## src/shared/pmic_irq_pkg.sv

```systemverilog
// constants for the event interrupt unit: register map, event indices, debounce timing
package pmic_irq_pkg;
  // data path and counter widths
  localparam int DATA_W = 8;
  localparam int ADDR_W = 8;
  localparam int CNT_W = 26;
  localparam int SEL_W = 2;
  // event indices inside the flag and mask vectors
  localparam int NUM_EVT = 21;
  localparam int EV_BUTTON = 0;
  localparam int EV_UV = 1;
  localparam int EV_TEMP0 = 2;
  localparam int NUM_TEMP = 4;
  localparam int GRP0_W = 6;
  localparam int EV_BUCK0 = 6;
  localparam int NUM_BUCK = 7;
  localparam int EV_BOOST = 13;
  localparam int EV_LDO0 = 14;
  localparam int NUM_LDO = 6;
  localparam int EV_FUSE = 20;
  // synchronised input carrying the fuse programming supply level
  localparam int IDX_FUSE_SUPPLY = 21;
  localparam int NUM_IN = 22;
  // bit positions inside the third register group and the level register
  localparam int BIT_BOOST = 0;
  localparam int BIT_FUSE = 7;
  localparam int BIT_FUSE_SUPPLY = 7;
  // register offsets
  localparam logic [ADDR_W-1:0] ADDR_FLAGS0 = 8'h05;
  localparam logic [ADDR_W-1:0] ADDR_MASKS0 = 8'h06;
  localparam logic [ADDR_W-1:0] ADDR_LEVELS0 = 8'h07;
  localparam logic [ADDR_W-1:0] ADDR_FLAGS1 = 8'h08;
  localparam logic [ADDR_W-1:0] ADDR_MASKS1 = 8'h09;
  localparam logic [ADDR_W-1:0] ADDR_LEVELS1 = 8'h0A;
  localparam logic [ADDR_W-1:0] ADDR_FLAGS3 = 8'h0E;
  localparam logic [ADDR_W-1:0] ADDR_MASKS3 = 8'h0F;
  localparam logic [ADDR_W-1:0] ADDR_LEVELS3 = 8'h10;
  localparam logic [ADDR_W-1:0] ADDR_FLAGS4 = 8'h11;
  localparam logic [ADDR_W-1:0] ADDR_MASKS4 = 8'h12;
  localparam logic [ADDR_W-1:0] ADDR_LEVELS4 = 8'h13;
  localparam logic [ADDR_W-1:0] ADDR_DBNC_SEL = 8'h14;
  // reset values
  localparam logic [NUM_EVT-1:0] FLAG_RST = {NUM_EVT{1'b0}};
  localparam logic [NUM_EVT-1:0] MASK_RST = {NUM_EVT{1'b1}};
  localparam logic [SEL_W-1:0] SEL_RST = 2'h0;
  localparam logic [CNT_W-1:0] CNT_RST = 26'h0;
  localparam logic [CNT_W-1:0] CNT_ONE = 26'h1;
  // debounce times as printed and the clock period
  localparam real CLK_PERIOD_NS = 10.0;
  localparam real NS_PER_MS = 1.0e6;
  localparam real T_UV_MS = 3.9;
  localparam real T_BUTTON_MS = 31.25;
  localparam real T_TEMP_MS = 3.9;
  localparam real T_OC_MS = 8.0;
  // least times, rounded up to whole cycles
  localparam int CYC_UV = int'($ceil(T_UV_MS * NS_PER_MS / CLK_PERIOD_NS));
  localparam int CYC_BUTTON = int'($ceil(T_BUTTON_MS * NS_PER_MS / CLK_PERIOD_NS));
  localparam int CYC_TEMP = int'($ceil(T_TEMP_MS * NS_PER_MS / CLK_PERIOD_NS));
  localparam int CYC_OC = int'($ceil(T_OC_MS * NS_PER_MS / CLK_PERIOD_NS));
endpackage : pmic_irq_pkg

```

## src/shared/dbnc_if.sv

```systemverilog
// link between the register core and one debounce engine
`timescale 1ns/10ps
interface dbnc_if;
  logic level; // synchronised event input
  logic rise_en; // low-to-high change raises an event
  logic fall_en; // high-to-low change raises an event
  logic [pmic_irq_pkg::CNT_W-1:0] rise_len; // cycles a rising change must hold
  logic [pmic_irq_pkg::CNT_W-1:0] fall_len; // cycles a falling change must hold
  logic hit; // one-cycle event pulse
  // register core side
  modport client (output level, rise_en, fall_en, rise_len, fall_len, input hit);
  // debounce engine side
  modport engine (input level, rise_en, fall_en, rise_len, fall_len, output hit);
endinterface : dbnc_if

```

## src/verilog/pmic_event_interrupt_unit.sv

```systemverilog
// event interrupt unit: debounced event flags, masks, live levels, interrupt line
`timescale 1ns/10ps
module pmic_event_interrupt_unit #(
  parameter int unsigned P_CYC_UV = pmic_irq_pkg::CYC_UV,
  parameter int unsigned P_CYC_BUTTON = pmic_irq_pkg::CYC_BUTTON,
  parameter int unsigned P_CYC_TEMP = pmic_irq_pkg::CYC_TEMP,
  parameter int unsigned P_CYC_OC = pmic_irq_pkg::CYC_OC
) (
  // clock, reset, enable
  input wire logic i_clk,
  input wire logic i_rst_b,
  input wire logic i_ce,
  // register access port
  input wire logic [pmic_irq_pkg::ADDR_W-1:0] i_reg_addr,
  input wire logic i_reg_wr,
  input wire logic i_reg_rd,
  input wire logic [pmic_irq_pkg::DATA_W-1:0] i_reg_wdata,
  output logic [pmic_irq_pkg::DATA_W-1:0] o_reg_rdata,
  // event sources, asynchronous
  input wire logic i_power_button_in,
  input wire logic i_supply_ok,
  input wire logic [pmic_irq_pkg::NUM_TEMP-1:0] i_temp_over,
  input wire logic [pmic_irq_pkg::NUM_BUCK-1:0] i_buck_oc,
  input wire logic i_boost_oc,
  input wire logic [pmic_irq_pkg::NUM_LDO-1:0] i_ldo_oc,
  input wire logic i_fuse_err,
  input wire logic i_fuse_prog_supply_pin,
  // interrupt line to the host
  output logic o_irq_out_n
);
  localparam int NE = pmic_irq_pkg::NUM_EVT;
  localparam int NI = pmic_irq_pkg::NUM_IN;
  localparam int DW = pmic_irq_pkg::DATA_W;
  localparam int CW = pmic_irq_pkg::CNT_W;

  logic [NI-1:0] raw_in; // gathered asynchronous inputs
  logic [NI-1:0] meta_r; // first synchroniser stage
  logic [NI-1:0] sync_r; // second synchroniser stage
  logic [NE-1:0] flag_r; // latched event flags
  logic [NE-1:0] mask_r; // event masks, 1 blocks the line
  logic [pmic_irq_pkg::SEL_W-1:0] button_fall_debounce_sel_r; // falling period stretch
  logic [DW-1:0] rdata_r; // read data
  logic [DW-1:0] rd_nxt; // read mux output
  logic [NE-1:0] evt; // debounced event pulses
  logic [NE-1:0] clr; // write-one-to-clear strobes
  logic [NE-1:0] mwe; // mask bit write enables
  logic [NE-1:0] mval; // mask bit write values
  logic sel_wr; // debounce select write
  logic [NE-1:0] keep_w; // flags not being cleared
  logic [NE-1:0] race_w; // flags set and cleared together
  logic [NE-1:0] lvl; // live levels per event
  logic [CW-1:0] uv_fall_len; // stretched undervolt period
  logic [CW-1:0] btn_fall_len; // stretched button falling period

  // gather inputs into one vector in event index order
  assign raw_in = {i_fuse_prog_supply_pin, i_fuse_err, i_ldo_oc, i_boost_oc, i_buck_oc,
                   i_temp_over, i_supply_ok, i_power_button_in};

  // two-stage synchroniser for every pin
  always_ff @(posedge i_clk) begin
    if (!i_rst_b) begin
      meta_r <= '0;
      sync_r <= '0;
    end else if (i_ce) begin
      meta_r <= raw_in;
      sync_r <= meta_r;
    end
  end

  // live levels; undervolt level is the inverse of supply ok
  always_comb begin
    lvl = sync_r[NE-1:0];
    lvl[pmic_irq_pkg::EV_UV] = !sync_r[pmic_irq_pkg::EV_UV];
  end

  // falling periods stretched by the select field, doubling per step
  assign uv_fall_len = CW'(P_CYC_UV) << button_fall_debounce_sel_r;
  assign btn_fall_len = CW'(P_CYC_BUTTON) << button_fall_debounce_sel_r;

  // one debounce engine per event, edge and period chosen by event kind
  for (genvar k = 0; k < NE; k++) begin : g_evt
    dbnc_if u_if ();
    assign u_if.level = sync_r[k];
    assign evt[k] = u_if.hit;
    if (k == pmic_irq_pkg::EV_BUTTON) begin : g_cfg
      // both edges
      assign u_if.rise_en = 1'b1;
      assign u_if.fall_en = 1'b1;
      assign u_if.rise_len = CW'(P_CYC_BUTTON);
      assign u_if.fall_len = btn_fall_len;
    end else if (k == pmic_irq_pkg::EV_UV) begin : g_cfg
      // supply dropping only
      assign u_if.rise_en = 1'b0;
      assign u_if.fall_en = 1'b1;
      assign u_if.rise_len = CW'(P_CYC_UV);
      assign u_if.fall_len = uv_fall_len;
    end else if (k < pmic_irq_pkg::EV_BUCK0) begin : g_cfg
      // thermal thresholds, both edges
      assign u_if.rise_en = 1'b1;
      assign u_if.fall_en = 1'b1;
      assign u_if.rise_len = CW'(P_CYC_TEMP);
      assign u_if.fall_len = CW'(P_CYC_TEMP);
    end else begin : g_cfg
      // overcurrent and fuse error, rising only
      assign u_if.rise_en = 1'b1;
      assign u_if.fall_en = 1'b0;
      assign u_if.rise_len = CW'(P_CYC_OC);
      assign u_if.fall_len = CW'(P_CYC_OC);
    end
    event_debouncer u_db (
      .i_clk(i_clk),
      .i_rst_b(i_rst_b),
      .i_ce(i_ce),
      .bus(u_if.engine)
    );
  end

  // write decode into clear strobes and mask writes
  always_comb begin
    clr = '0;
    mwe = '0;
    mval = '0;
    sel_wr = 1'b0;
    if (i_reg_wr) begin
      if (i_reg_addr == pmic_irq_pkg::ADDR_FLAGS0) begin
        clr[pmic_irq_pkg::GRP0_W-1:0] = i_reg_wdata[pmic_irq_pkg::GRP0_W-1:0];
      end else if (i_reg_addr == pmic_irq_pkg::ADDR_MASKS0) begin
        mwe[pmic_irq_pkg::GRP0_W-1:0] = '1;
        mval[pmic_irq_pkg::GRP0_W-1:0] = i_reg_wdata[pmic_irq_pkg::GRP0_W-1:0];
      end else if (i_reg_addr == pmic_irq_pkg::ADDR_FLAGS1) begin
        clr[pmic_irq_pkg::EV_BUCK0 +: pmic_irq_pkg::NUM_BUCK] =
          i_reg_wdata[pmic_irq_pkg::NUM_BUCK-1:0];
      end else if (i_reg_addr == pmic_irq_pkg::ADDR_MASKS1) begin
        mwe[pmic_irq_pkg::EV_BUCK0 +: pmic_irq_pkg::NUM_BUCK] = '1;
        mval[pmic_irq_pkg::EV_BUCK0 +: pmic_irq_pkg::NUM_BUCK] =
          i_reg_wdata[pmic_irq_pkg::NUM_BUCK-1:0];
      end else if (i_reg_addr == pmic_irq_pkg::ADDR_FLAGS3) begin
        clr[pmic_irq_pkg::EV_BOOST] = i_reg_wdata[pmic_irq_pkg::BIT_BOOST];
        clr[pmic_irq_pkg::EV_FUSE] = i_reg_wdata[pmic_irq_pkg::BIT_FUSE];
      end else if (i_reg_addr == pmic_irq_pkg::ADDR_MASKS3) begin
        mwe[pmic_irq_pkg::EV_BOOST] = 1'b1;
        mwe[pmic_irq_pkg::EV_FUSE] = 1'b1;
        mval[pmic_irq_pkg::EV_BOOST] = i_reg_wdata[pmic_irq_pkg::BIT_BOOST];
        mval[pmic_irq_pkg::EV_FUSE] = i_reg_wdata[pmic_irq_pkg::BIT_FUSE];
      end else if (i_reg_addr == pmic_irq_pkg::ADDR_FLAGS4) begin
        clr[pmic_irq_pkg::EV_LDO0 +: pmic_irq_pkg::NUM_LDO] =
          i_reg_wdata[pmic_irq_pkg::NUM_LDO-1:0];
      end else if (i_reg_addr == pmic_irq_pkg::ADDR_MASKS4) begin
        mwe[pmic_irq_pkg::EV_LDO0 +: pmic_irq_pkg::NUM_LDO] = '1;
        mval[pmic_irq_pkg::EV_LDO0 +: pmic_irq_pkg::NUM_LDO] =
          i_reg_wdata[pmic_irq_pkg::NUM_LDO-1:0];
      end else if (i_reg_addr == pmic_irq_pkg::ADDR_DBNC_SEL) begin
        sel_wr = 1'b1;
      end
    end
  end

  assign keep_w = flag_r & ~clr;
  assign race_w = evt & clr;

  // sticky flags; a new event wins over a clear in the same cycle
  always_ff @(posedge i_clk) begin
    if (!i_rst_b) begin
      flag_r <= pmic_irq_pkg::FLAG_RST;
    end else if (i_ce) begin
      flag_r <= keep_w | evt;
    end
  end

  // masks, written bit by bit through the enables
  always_ff @(posedge i_clk) begin
    if (!i_rst_b) begin
      mask_r <= pmic_irq_pkg::MASK_RST;
    end else if (i_ce) begin
      mask_r <= (mask_r & ~mwe) | (mval & mwe);
    end
  end

  // debounce select field
  always_ff @(posedge i_clk) begin
    if (!i_rst_b) begin
      button_fall_debounce_sel_r <= pmic_irq_pkg::SEL_RST;
    end else if (i_ce && sel_wr) begin
      button_fall_debounce_sel_r <= i_reg_wdata[pmic_irq_pkg::SEL_W-1:0];
    end
  end

  // read mux; unused bits and unmapped offsets read zero
  always_comb begin
    rd_nxt = '0;
    if (i_reg_addr == pmic_irq_pkg::ADDR_FLAGS0) begin
      rd_nxt[pmic_irq_pkg::GRP0_W-1:0] = flag_r[pmic_irq_pkg::GRP0_W-1:0];
    end else if (i_reg_addr == pmic_irq_pkg::ADDR_MASKS0) begin
      rd_nxt[pmic_irq_pkg::GRP0_W-1:0] = mask_r[pmic_irq_pkg::GRP0_W-1:0];
    end else if (i_reg_addr == pmic_irq_pkg::ADDR_LEVELS0) begin
      rd_nxt[pmic_irq_pkg::GRP0_W-1:0] = lvl[pmic_irq_pkg::GRP0_W-1:0];
      rd_nxt[pmic_irq_pkg::BIT_FUSE_SUPPLY] = sync_r[pmic_irq_pkg::IDX_FUSE_SUPPLY];
    end else if (i_reg_addr == pmic_irq_pkg::ADDR_FLAGS1) begin
      rd_nxt[pmic_irq_pkg::NUM_BUCK-1:0] = flag_r[pmic_irq_pkg::EV_BUCK0 +: pmic_irq_pkg::NUM_BUCK];
    end else if (i_reg_addr == pmic_irq_pkg::ADDR_MASKS1) begin
      rd_nxt[pmic_irq_pkg::NUM_BUCK-1:0] = mask_r[pmic_irq_pkg::EV_BUCK0 +: pmic_irq_pkg::NUM_BUCK];
    end else if (i_reg_addr == pmic_irq_pkg::ADDR_LEVELS1) begin
      rd_nxt[pmic_irq_pkg::NUM_BUCK-1:0] = lvl[pmic_irq_pkg::EV_BUCK0 +: pmic_irq_pkg::NUM_BUCK];
    end else if (i_reg_addr == pmic_irq_pkg::ADDR_FLAGS3) begin
      rd_nxt[pmic_irq_pkg::BIT_BOOST] = flag_r[pmic_irq_pkg::EV_BOOST];
      rd_nxt[pmic_irq_pkg::BIT_FUSE] = flag_r[pmic_irq_pkg::EV_FUSE];
    end else if (i_reg_addr == pmic_irq_pkg::ADDR_MASKS3) begin
      rd_nxt[pmic_irq_pkg::BIT_BOOST] = mask_r[pmic_irq_pkg::EV_BOOST];
      rd_nxt[pmic_irq_pkg::BIT_FUSE] = mask_r[pmic_irq_pkg::EV_FUSE];
    end else if (i_reg_addr == pmic_irq_pkg::ADDR_LEVELS3) begin
      rd_nxt[pmic_irq_pkg::BIT_BOOST] = lvl[pmic_irq_pkg::EV_BOOST];
      rd_nxt[pmic_irq_pkg::BIT_FUSE] = lvl[pmic_irq_pkg::EV_FUSE];
    end else if (i_reg_addr == pmic_irq_pkg::ADDR_FLAGS4) begin
      rd_nxt[pmic_irq_pkg::NUM_LDO-1:0] = flag_r[pmic_irq_pkg::EV_LDO0 +: pmic_irq_pkg::NUM_LDO];
    end else if (i_reg_addr == pmic_irq_pkg::ADDR_MASKS4) begin
      rd_nxt[pmic_irq_pkg::NUM_LDO-1:0] = mask_r[pmic_irq_pkg::EV_LDO0 +: pmic_irq_pkg::NUM_LDO];
    end else if (i_reg_addr == pmic_irq_pkg::ADDR_LEVELS4) begin
      rd_nxt[pmic_irq_pkg::NUM_LDO-1:0] = lvl[pmic_irq_pkg::EV_LDO0 +: pmic_irq_pkg::NUM_LDO];
    end else if (i_reg_addr == pmic_irq_pkg::ADDR_DBNC_SEL) begin
      rd_nxt[pmic_irq_pkg::SEL_W-1:0] = button_fall_debounce_sel_r;
    end
  end

  // read data captured on the read strobe
  always_ff @(posedge i_clk) begin
    if (!i_rst_b) begin
      rdata_r <= '0;
    end else if (i_ce && i_reg_rd) begin
      rdata_r <= rd_nxt;
    end
  end
  assign o_reg_rdata = rdata_r;

  // line low while any unmasked flag is set, follows mask changes at once
  assign o_irq_out_n = ~|(flag_r & ~mask_r);
endmodule : pmic_event_interrupt_unit

```

## src/verilog/event_debouncer.sv

```systemverilog
// debounce engine: accepts a level change only after it holds for the set period
`timescale 1ns/10ps
module event_debouncer (
  // clock, reset, enable
  input wire logic i_clk,
  input wire logic i_rst_b,
  input wire logic i_ce,
  // event link
  dbnc_if.engine bus
);
  logic [pmic_irq_pkg::CNT_W-1:0] cnt_r; // cycles the new level has held
  logic stable_r; // accepted level
  logic hit_r; // event pulse
  logic [pmic_irq_pkg::CNT_W-1:0] tgt; // period for the pending change
  logic done; // pending change has held long enough

  // a falling change uses the falling period, a rising one the rising period
  assign tgt = stable_r ? bus.fall_len : bus.rise_len;
  assign done = (bus.level != stable_r) && (cnt_r == tgt - pmic_irq_pkg::CNT_ONE);
  assign bus.hit = hit_r;

  // period counter, restarts whenever the input falls back
  always_ff @(posedge i_clk) begin
    if (!i_rst_b) begin
      cnt_r <= pmic_irq_pkg::CNT_RST;
    end else if (i_ce) begin
      if (bus.level == stable_r || done) begin
        cnt_r <= pmic_irq_pkg::CNT_RST;
      end else begin
        cnt_r <= cnt_r + pmic_irq_pkg::CNT_ONE;
      end
    end
  end

  // accepted level and edge pulse
  always_ff @(posedge i_clk) begin
    if (!i_rst_b) begin
      stable_r <= 1'b0;
      hit_r <= 1'b0;
    end else if (i_ce) begin
      hit_r <= done && (bus.level ? bus.rise_en : bus.fall_en);
      if (done) begin
        stable_r <= bus.level;
      end
    end
  end
endmodule : event_debouncer

```

## config.mk

```make
export PLATFORM = sky130hd
export DESIGN_NAME = pmic_event_interrupt_unit
export DESIGN_NICKNAME = d
export VERILOG_FILES = /design/src/shared/pmic_irq_pkg.sv /design/src/shared/dbnc_if.sv /design/src/verilog/pmic_event_interrupt_unit.sv /design/src/verilog/event_debouncer.sv
export SDC_FILE = /design/constraint.sdc
export NUM_CORES = 2
export LEC_CHECK = 0
export BUFFER_PORTS_ARGS = -buffer_cell sky130_fd_sc_hd__buf_4
export CORE_UTILIZATION = 45
export CTS_CLUSTER_DIAMETER = 200
export CTS_CLUSTER_SIZE = 8
export DETAILED_ROUTE_END_ITERATION = 6
export PLACE_DENSITY = 0.56
export SLEW_MARGIN = 40
export SYNTH_ARGS = -nofsm -noshare
export SYNTH_HDL_FRONTEND = slang
export SYNTH_SLANG_ARGS = --single-unit
```

## constraint.sdc

```tcl
create_clock -name i_clk -period 4 [get_ports i_clk]
set_input_delay 0.6 -clock i_clk [delete_from_list [all_inputs] [get_ports i_clk]]
set_output_delay 0.6 -clock i_clk [all_outputs]
set_load 0.005 [all_outputs]
```

======== Yosys cells after proc, flatten, opt, wreduce, memory -nomap -nowiden ========
Cells that the tools add are included.
word-level totals
  register bits after elaboration ......... 684
  output and inout port bits .............. 9
operators by class
  mux-type cells .......................... 114
  shift-type cells ........................ 2
  reductions and logical operators ........ 84
  equal/unequal tests ..................... 76
  $add $sub $neg .......................... 23
  bitwise operators ....................... 9
operators with widths
  operator                                                count
  two-way mux 26 bit                                      23
  adder 26 x 1 -> 26 bit (second input constant)          21
  equality test 26 x 20 -> 1 bit (second input constant)  15
  two-way mux 6 bit                                       18
  two-way mux 21 bit                                      5
  equality test 26 x 19 -> 1 bit (second input constant)  4
  two-way mux 15 bit                                      6
  AND 21 bit                                              4
  NOT 21 bit                                              3
  equality test 26 bit                                    2
  subtractor 26 x 1 -> 26 bit (second input constant)     2
  two-way mux 8 bit                                       6
  two-way mux 1 bit                                       43
  OR 21 bit                                               2
  AND reduction 2 bit                                     21
  equality test 8 x 4 -> 1 bit (second input constant)    5
  equality test 8 x 5 -> 1 bit (second input constant)    5
  logical AND 1 bit                                       39
  two-way mux 7 bit                                       5
  left shift 19 x 2 -> 26 bit (first input constant)      1
  left shift 22 x 2 -> 26 bit (first input constant)      1
  equality test 8 x 3 -> 1 bit (second input constant)    3
  equality test 1 bit                                     21
  logical OR 1 bit                                        21
  6 further kinds                                         32

======== Logic depth before layout (Yosys ltp) ========
  word-level depth ........................ 14
  gate-level depth with buffers ........... 15
  mapped depth without buffers ............ 12

======== Hierarchy ========
Synthesis repeated with hierarchy kept, for this count alone.
unflattened totals
  cell total of the unflattened synthesis .. 7,650
  area, all modules ....................... 65,967.0 um^2
by module, submodules not included
  module                               sequential area each (um^2)  cells each  times used  area each (um^2)
  event_debouncer (g_evt[0].u_db ...)  560.5                        329         16          2,889.0
  event_debouncer (g_evt[5].u_db ...)  560.5                        369         5           3,025.4
  pmic_event_interrupt_unit            1,921.8                      541         1           4,615.7

======== Worst setup path before layout ========
OpenSTA, ideal clock, no wires.
  kind .................................... reg-to-reg
  start ................................... reg button_fall_debounce_sel_r[1] (netlist name)
  end ..................................... reg g_evt[1].u_db.cnt_r[23] (netlist name)
  data arrival time ....................... 3.204 ns
  stages on the path, launching flop included .. 16
  period minus slack after synthesis ...... 3.318 ns
  data required time ...................... 3.885 ns
  path slack .............................. 0.682 ns
  path through ............................ dfxtp_1 buf_2 inv_1 ha_1 buf_2 nor2_1 ha_1 xnor2_1 a2111oi_2 o2111ai_1 a2111o_1 or4_1 buf_2 o21bai_4 buf_6 nor2_1
between the ends
  longest elaborated chain between the ends .. 7
RTL lines
  item                         line                              RTL
  start: declaration           pmic_event_interrupt_unit.sv:41   logic [pmic_irq_pkg::SEL_W-1:0] button_fall_debounce_sel_r;
  start signal: assignment     pmic_event_interrupt_unit.sv:182  button_fall_debounce_sel_r <= pmic_irq_pkg::SEL_RST;
  start signal: assignment     pmic_event_interrupt_unit.sv:184  button_fall_debounce_sel_r <= i_reg_wdata[pmic_irq_pkg::SEL_W-1:0];
  left shift 19 x 2 -> 26 bit  pmic_event_interrupt_unit.sv:77   assign uv_fall_len = CW'(P_CYC_UV) << button_fall_debounce_sel_r;
  two-way mux 26 bit           event_debouncer.sv:18             assign tgt = stable_r ? bus.fall_len : bus.rise_len;
  subtractor 26 x 1 -> 26 bit  event_debouncer.sv:19             assign done = (bus.level != stable_r) && (cnt_r == tgt - pmic_irq_pkg::CNT_ONE);
  equality test 26 bit         event_debouncer.sv:19
  logical AND 1 bit            event_debouncer.sv:19
  logical OR 1 bit             event_debouncer.sv:27             if (bus.level == stable_r || done) begin
  two-way mux 26 bit           event_debouncer.sv:27
  end signal: assignment       event_debouncer.sv:25             cnt_r <= pmic_irq_pkg::CNT_RST;
  end signal: assignment       event_debouncer.sv:28             cnt_r <= pmic_irq_pkg::CNT_RST;
  end signal: assignment       event_debouncer.sv:30             cnt_r <= cnt_r + pmic_irq_pkg::CNT_ONE;
  end: declaration             event_debouncer.sv:11             logic [pmic_irq_pkg::CNT_W-1:0] cnt_r;
Every way passes these cells.
A chain may end at the register's enable or synchronous reset.

======== Worst setup path after layout ========
  start ................................... reg button_fall_debounce_sel_r[0] (netlist name)
  end ..................................... reg g_evt[1].u_db.cnt_r[6] (netlist name)
The elaborated chain is that of the path after synthesis.

==> run_results.csv <==
group,metric,value,unit
floorplanning,pin_count,52,
cts,post-cts-setup-buffer-count,0,
drt,drt-total-wl,69.5,mm
yosys,syn_nets,3872,
yosys,syn_avg_cell_area,8.23,sq um
sta,clock_skew,0.0161,ns
yosys,yosysSeqAreaShare,43.8,%
final_layout,final_nets,3914,
yosys,synthArstFlopShare,0,%
sta,finalCriticalPeriod,3.36,ns
drt,drtPass1Iterations,5,
sta,timing.fmax,298,MHz
sta,setup_viol,0,
cts,h-tree-depth,3,
grt,grt_pass1_vias,22800,
final_layout,multi_input_area,0.0167,sq mm
sta,final.period_utilization,84.0,%
setup_path,startpoint,"button_fall_debounce_sel_r[0]",
yosys,syn_area,0.0312,sq mm
floorplanning,initial_core_util,45.5,%
grt,globalRouteOverflowTotal,0,
setup_path,crit_path_end_kind,"flop",
cts,clkTransAtPathRegs,0.05,ns
cts,cts_resized,0,
final_layout,seq_area,0.0137,sq mm
setup_path,rr_worst_depth,11,
sta,slew_headroom,46.4,%
final_layout,area_delta_synth_final,12.2,%
cts,cts_buffer_depth,3,
floorplanning,die_y,266,microns
worst_hold_path,min_path_cells,3,
drt,avgRoutedWirePerCell,14.6,microns
worst_hold_path,hold_class,"primary input to flop",
sta,tightest_slew,0.801,ns
cts,cts_hold_buf,0,
yosys,synth-seq-cells,684,
cts,worst_skew_pair.late_latency,0.63,ns
worst_hold_path,hp-start,"i_reg_wdata[5]",
drt,ant_nets,0,
placement,dp_hpwl,46.8,mm
final_layout,final_common_cell,"nor2_1",
final_layout,drive_above_1_share,5.83,%
grt,grt_pass1_wl,116,mm
cts,cts_buffers,95,
status,status,"finished, final reports clean",
cts,cts_tree,"done",
grt,track_usage,19.6,%
setup_path,crit_type,"flop to flop",
sta,rsz0062_at_grt,"no",
setup_path,cp_data_arrival_time,3.84,ns
setup_path,critPathMaxFanout,19,
setup_path,critPathLaunchType,"flop",
drt,drt_iter0_markers,1528,
drt,drc_errors,0,
grt,grt_antenna_before_repair,3,
setup_path,r2r_slack,0.64,ns
yosys,synthCells,3799,
grt,grt_max_degree,69,
setup_path,rr_endpoint,"g_evt[1].u_db.cnt_r[6]",
cts,cts_sinks,684,
setup_path,crit_required,4.48,ns
drt,via_per_inst,5.16,
job,maxCapViolCount,0,
cts,root_buffer,"clkbuf_16",
final_layout,n_fill_cell,6681,
yosys,synthFlopType,"dfxtp_1",
power,ir_drop,0.000298,V
yosys,yosys_warnings,0,
yosys,yosysUniqueCellTypes,78,
power,p_leak,11.9,nW
setup_path,worstReg2RegStart,"button_fall_debounce_sel_r[0]",
drt,via_count,24700,
floorplanning,die_width,266,microns
floorplanning,die_area,0.0705,sq mm
yosys,synth_edf_count,0,
final_layout,diodes,0,
final_layout,layout_common_cells,"nor2_1 (789), dfxtp_1 (684), nand2_1 (425), xor2_1 (312), xnor2_1 (233)",
sta,hold_slack,0.203,ns
floorplanning,fp.coreArea,0.0687,sq mm
sta,hold_viol,0,
sta,slew_violations,0,
placement,portBuffers,51,
floorplanning,rows,96,
placement,place_congestion,0.880,
sta,fin_tns_setup,0,ns
power,cellPowerDensity,411,mW/mm^2
[flip-flops by register name, summed over array words and instances (netlist names), named ones only]
name	count
g_evt.u_db.cnt_r	546
g_evt.u_db.stable_r	21
g_evt.u_db.bus.hit	21
sync_r	22
button_fall_debounce_sel_r	2
meta_r	22
o_reg_rdata	8
flag_r	21
[logic make-up (layout without fill, tap and decap cells)]
group / after synthesis / count (layout) / synth area share [%]
xor gates and xnor gates: 545 / 545 / 15.3
muxes: 66 / 66 / 2.12
and+or+nand+nor: 1975 / 1975 / 29.4
adders and majority gates: 30 / 30 / 1.20
DFF: 684 / 684 / 43.8
AOI/OAI and AO/OA: 282 / 282 / 5.43
buffers and inverters: 217 / 263 / 2.74
[power by group]
group | internal (W) | switching (W) | leakage [nW]
clock | 0.00428 | 0.00280 | 1.23
combinational | 0.000124 | 0.000296 | 5.17
sequential | 0.00686 | 0.0000368 | 5.52
[synthesized netlist by cell type (all sizes together) (5+ instances only)]
master  instances  area (sq um)
dfxtp         684         13700
or4b            6          60.1
nor4           54           338
mux2i          65           651
a22oi          16           120
o211ai          7          52.6
xor2          312          2730
nand4         144           901
o21ai          79           395
and2           14          87.6
nand2         439          1650
nand3         186           931
nand2b         12          75.1
or2            11          68.8
nand3b          6          45.0
o31ai           6          45.0
and4           33           289
nor4b          20           181
a21oi         104           521
nor3           88           440
or3            25           156
nand4b          6          52.6
inv            77           289
xnor2         233          2040
ha             30           375
nor3b           8          65.1
nor2          789          2960
and3           91           569
or4            11          82.6
clkbuf        108           407
buf            32           160
o22ai          17           106
nor2b          20           125
o21a            5          37.5
[per-stage QoR]
stage	power (W)	area, sq um	cells	setup slack (ns)	utilization [%]
after floorplan	0.00729	31300	3799	0.682	-
after CTS	0.0146	35000	4776	0.637	51.0
final	0.0144	35100	4776	0.641	51.0
after global routing	0.0149	35100	4776	0.359	51.0
after global placement	0.00746	32500	4675	0.737	47.3
after detailed placement	0.00746	32500	4675	0.662	47.4
[per-layer routing]
layer  share of wire, %  track usage [%]  vias to the layer above
li1                   -                -                    12800
met1                 52             28.3                    11300
met2                 42             29.8                      398
met3                4.4             3.72                      103
met4                1.9             5.30                        4
met5              0.033                0                        -
[worst max-delay path, stage by stage, from the launching register on]
cell	delay, ns
dfxtp_1	0.30
inv_1	0.14
ha_1	0.31
nor2_1	0.08
ha_1	0.31
xnor2_1	0.14
a2111oi_2	0.33
o2111ai_1	0.16
a2111o_1	0.30
or4_1	0.59
o21bai_4	0.46
nor2_1	0.10
[worst max-delay path by stage]
stage | to | slack [ns] | cells past startpoint
global route | g_evt[1].u_db.cnt_r[11] | 0.36 | 11
global placement | g_evt[1].u_db.cnt_r[14] | 0.74 | 11
floorplan | g_evt[1].u_db.cnt_r[23] | 0.68 | 15
detailed placement | g_evt[1].u_db.cnt_r[21] | 0.66 | 11
CTS | g_evt[1].u_db.cnt_r[6] | 0.64 | 11
finish | g_evt[1].u_db.cnt_r[6] | 0.64 | 11
[final cells by class]
cell class | count | area share (%)
clock buffers | 97 | 6.92
repair buffers | 85 | 1.91
flip-flops and latches | 684 | 39.1
multi-input cells | 2898 | 47.7
inverters | 77 | 0.839
clock inverters | 4 | 0.203
well taps | 931 | 3.32
Power figures use the tool's default switching activity.
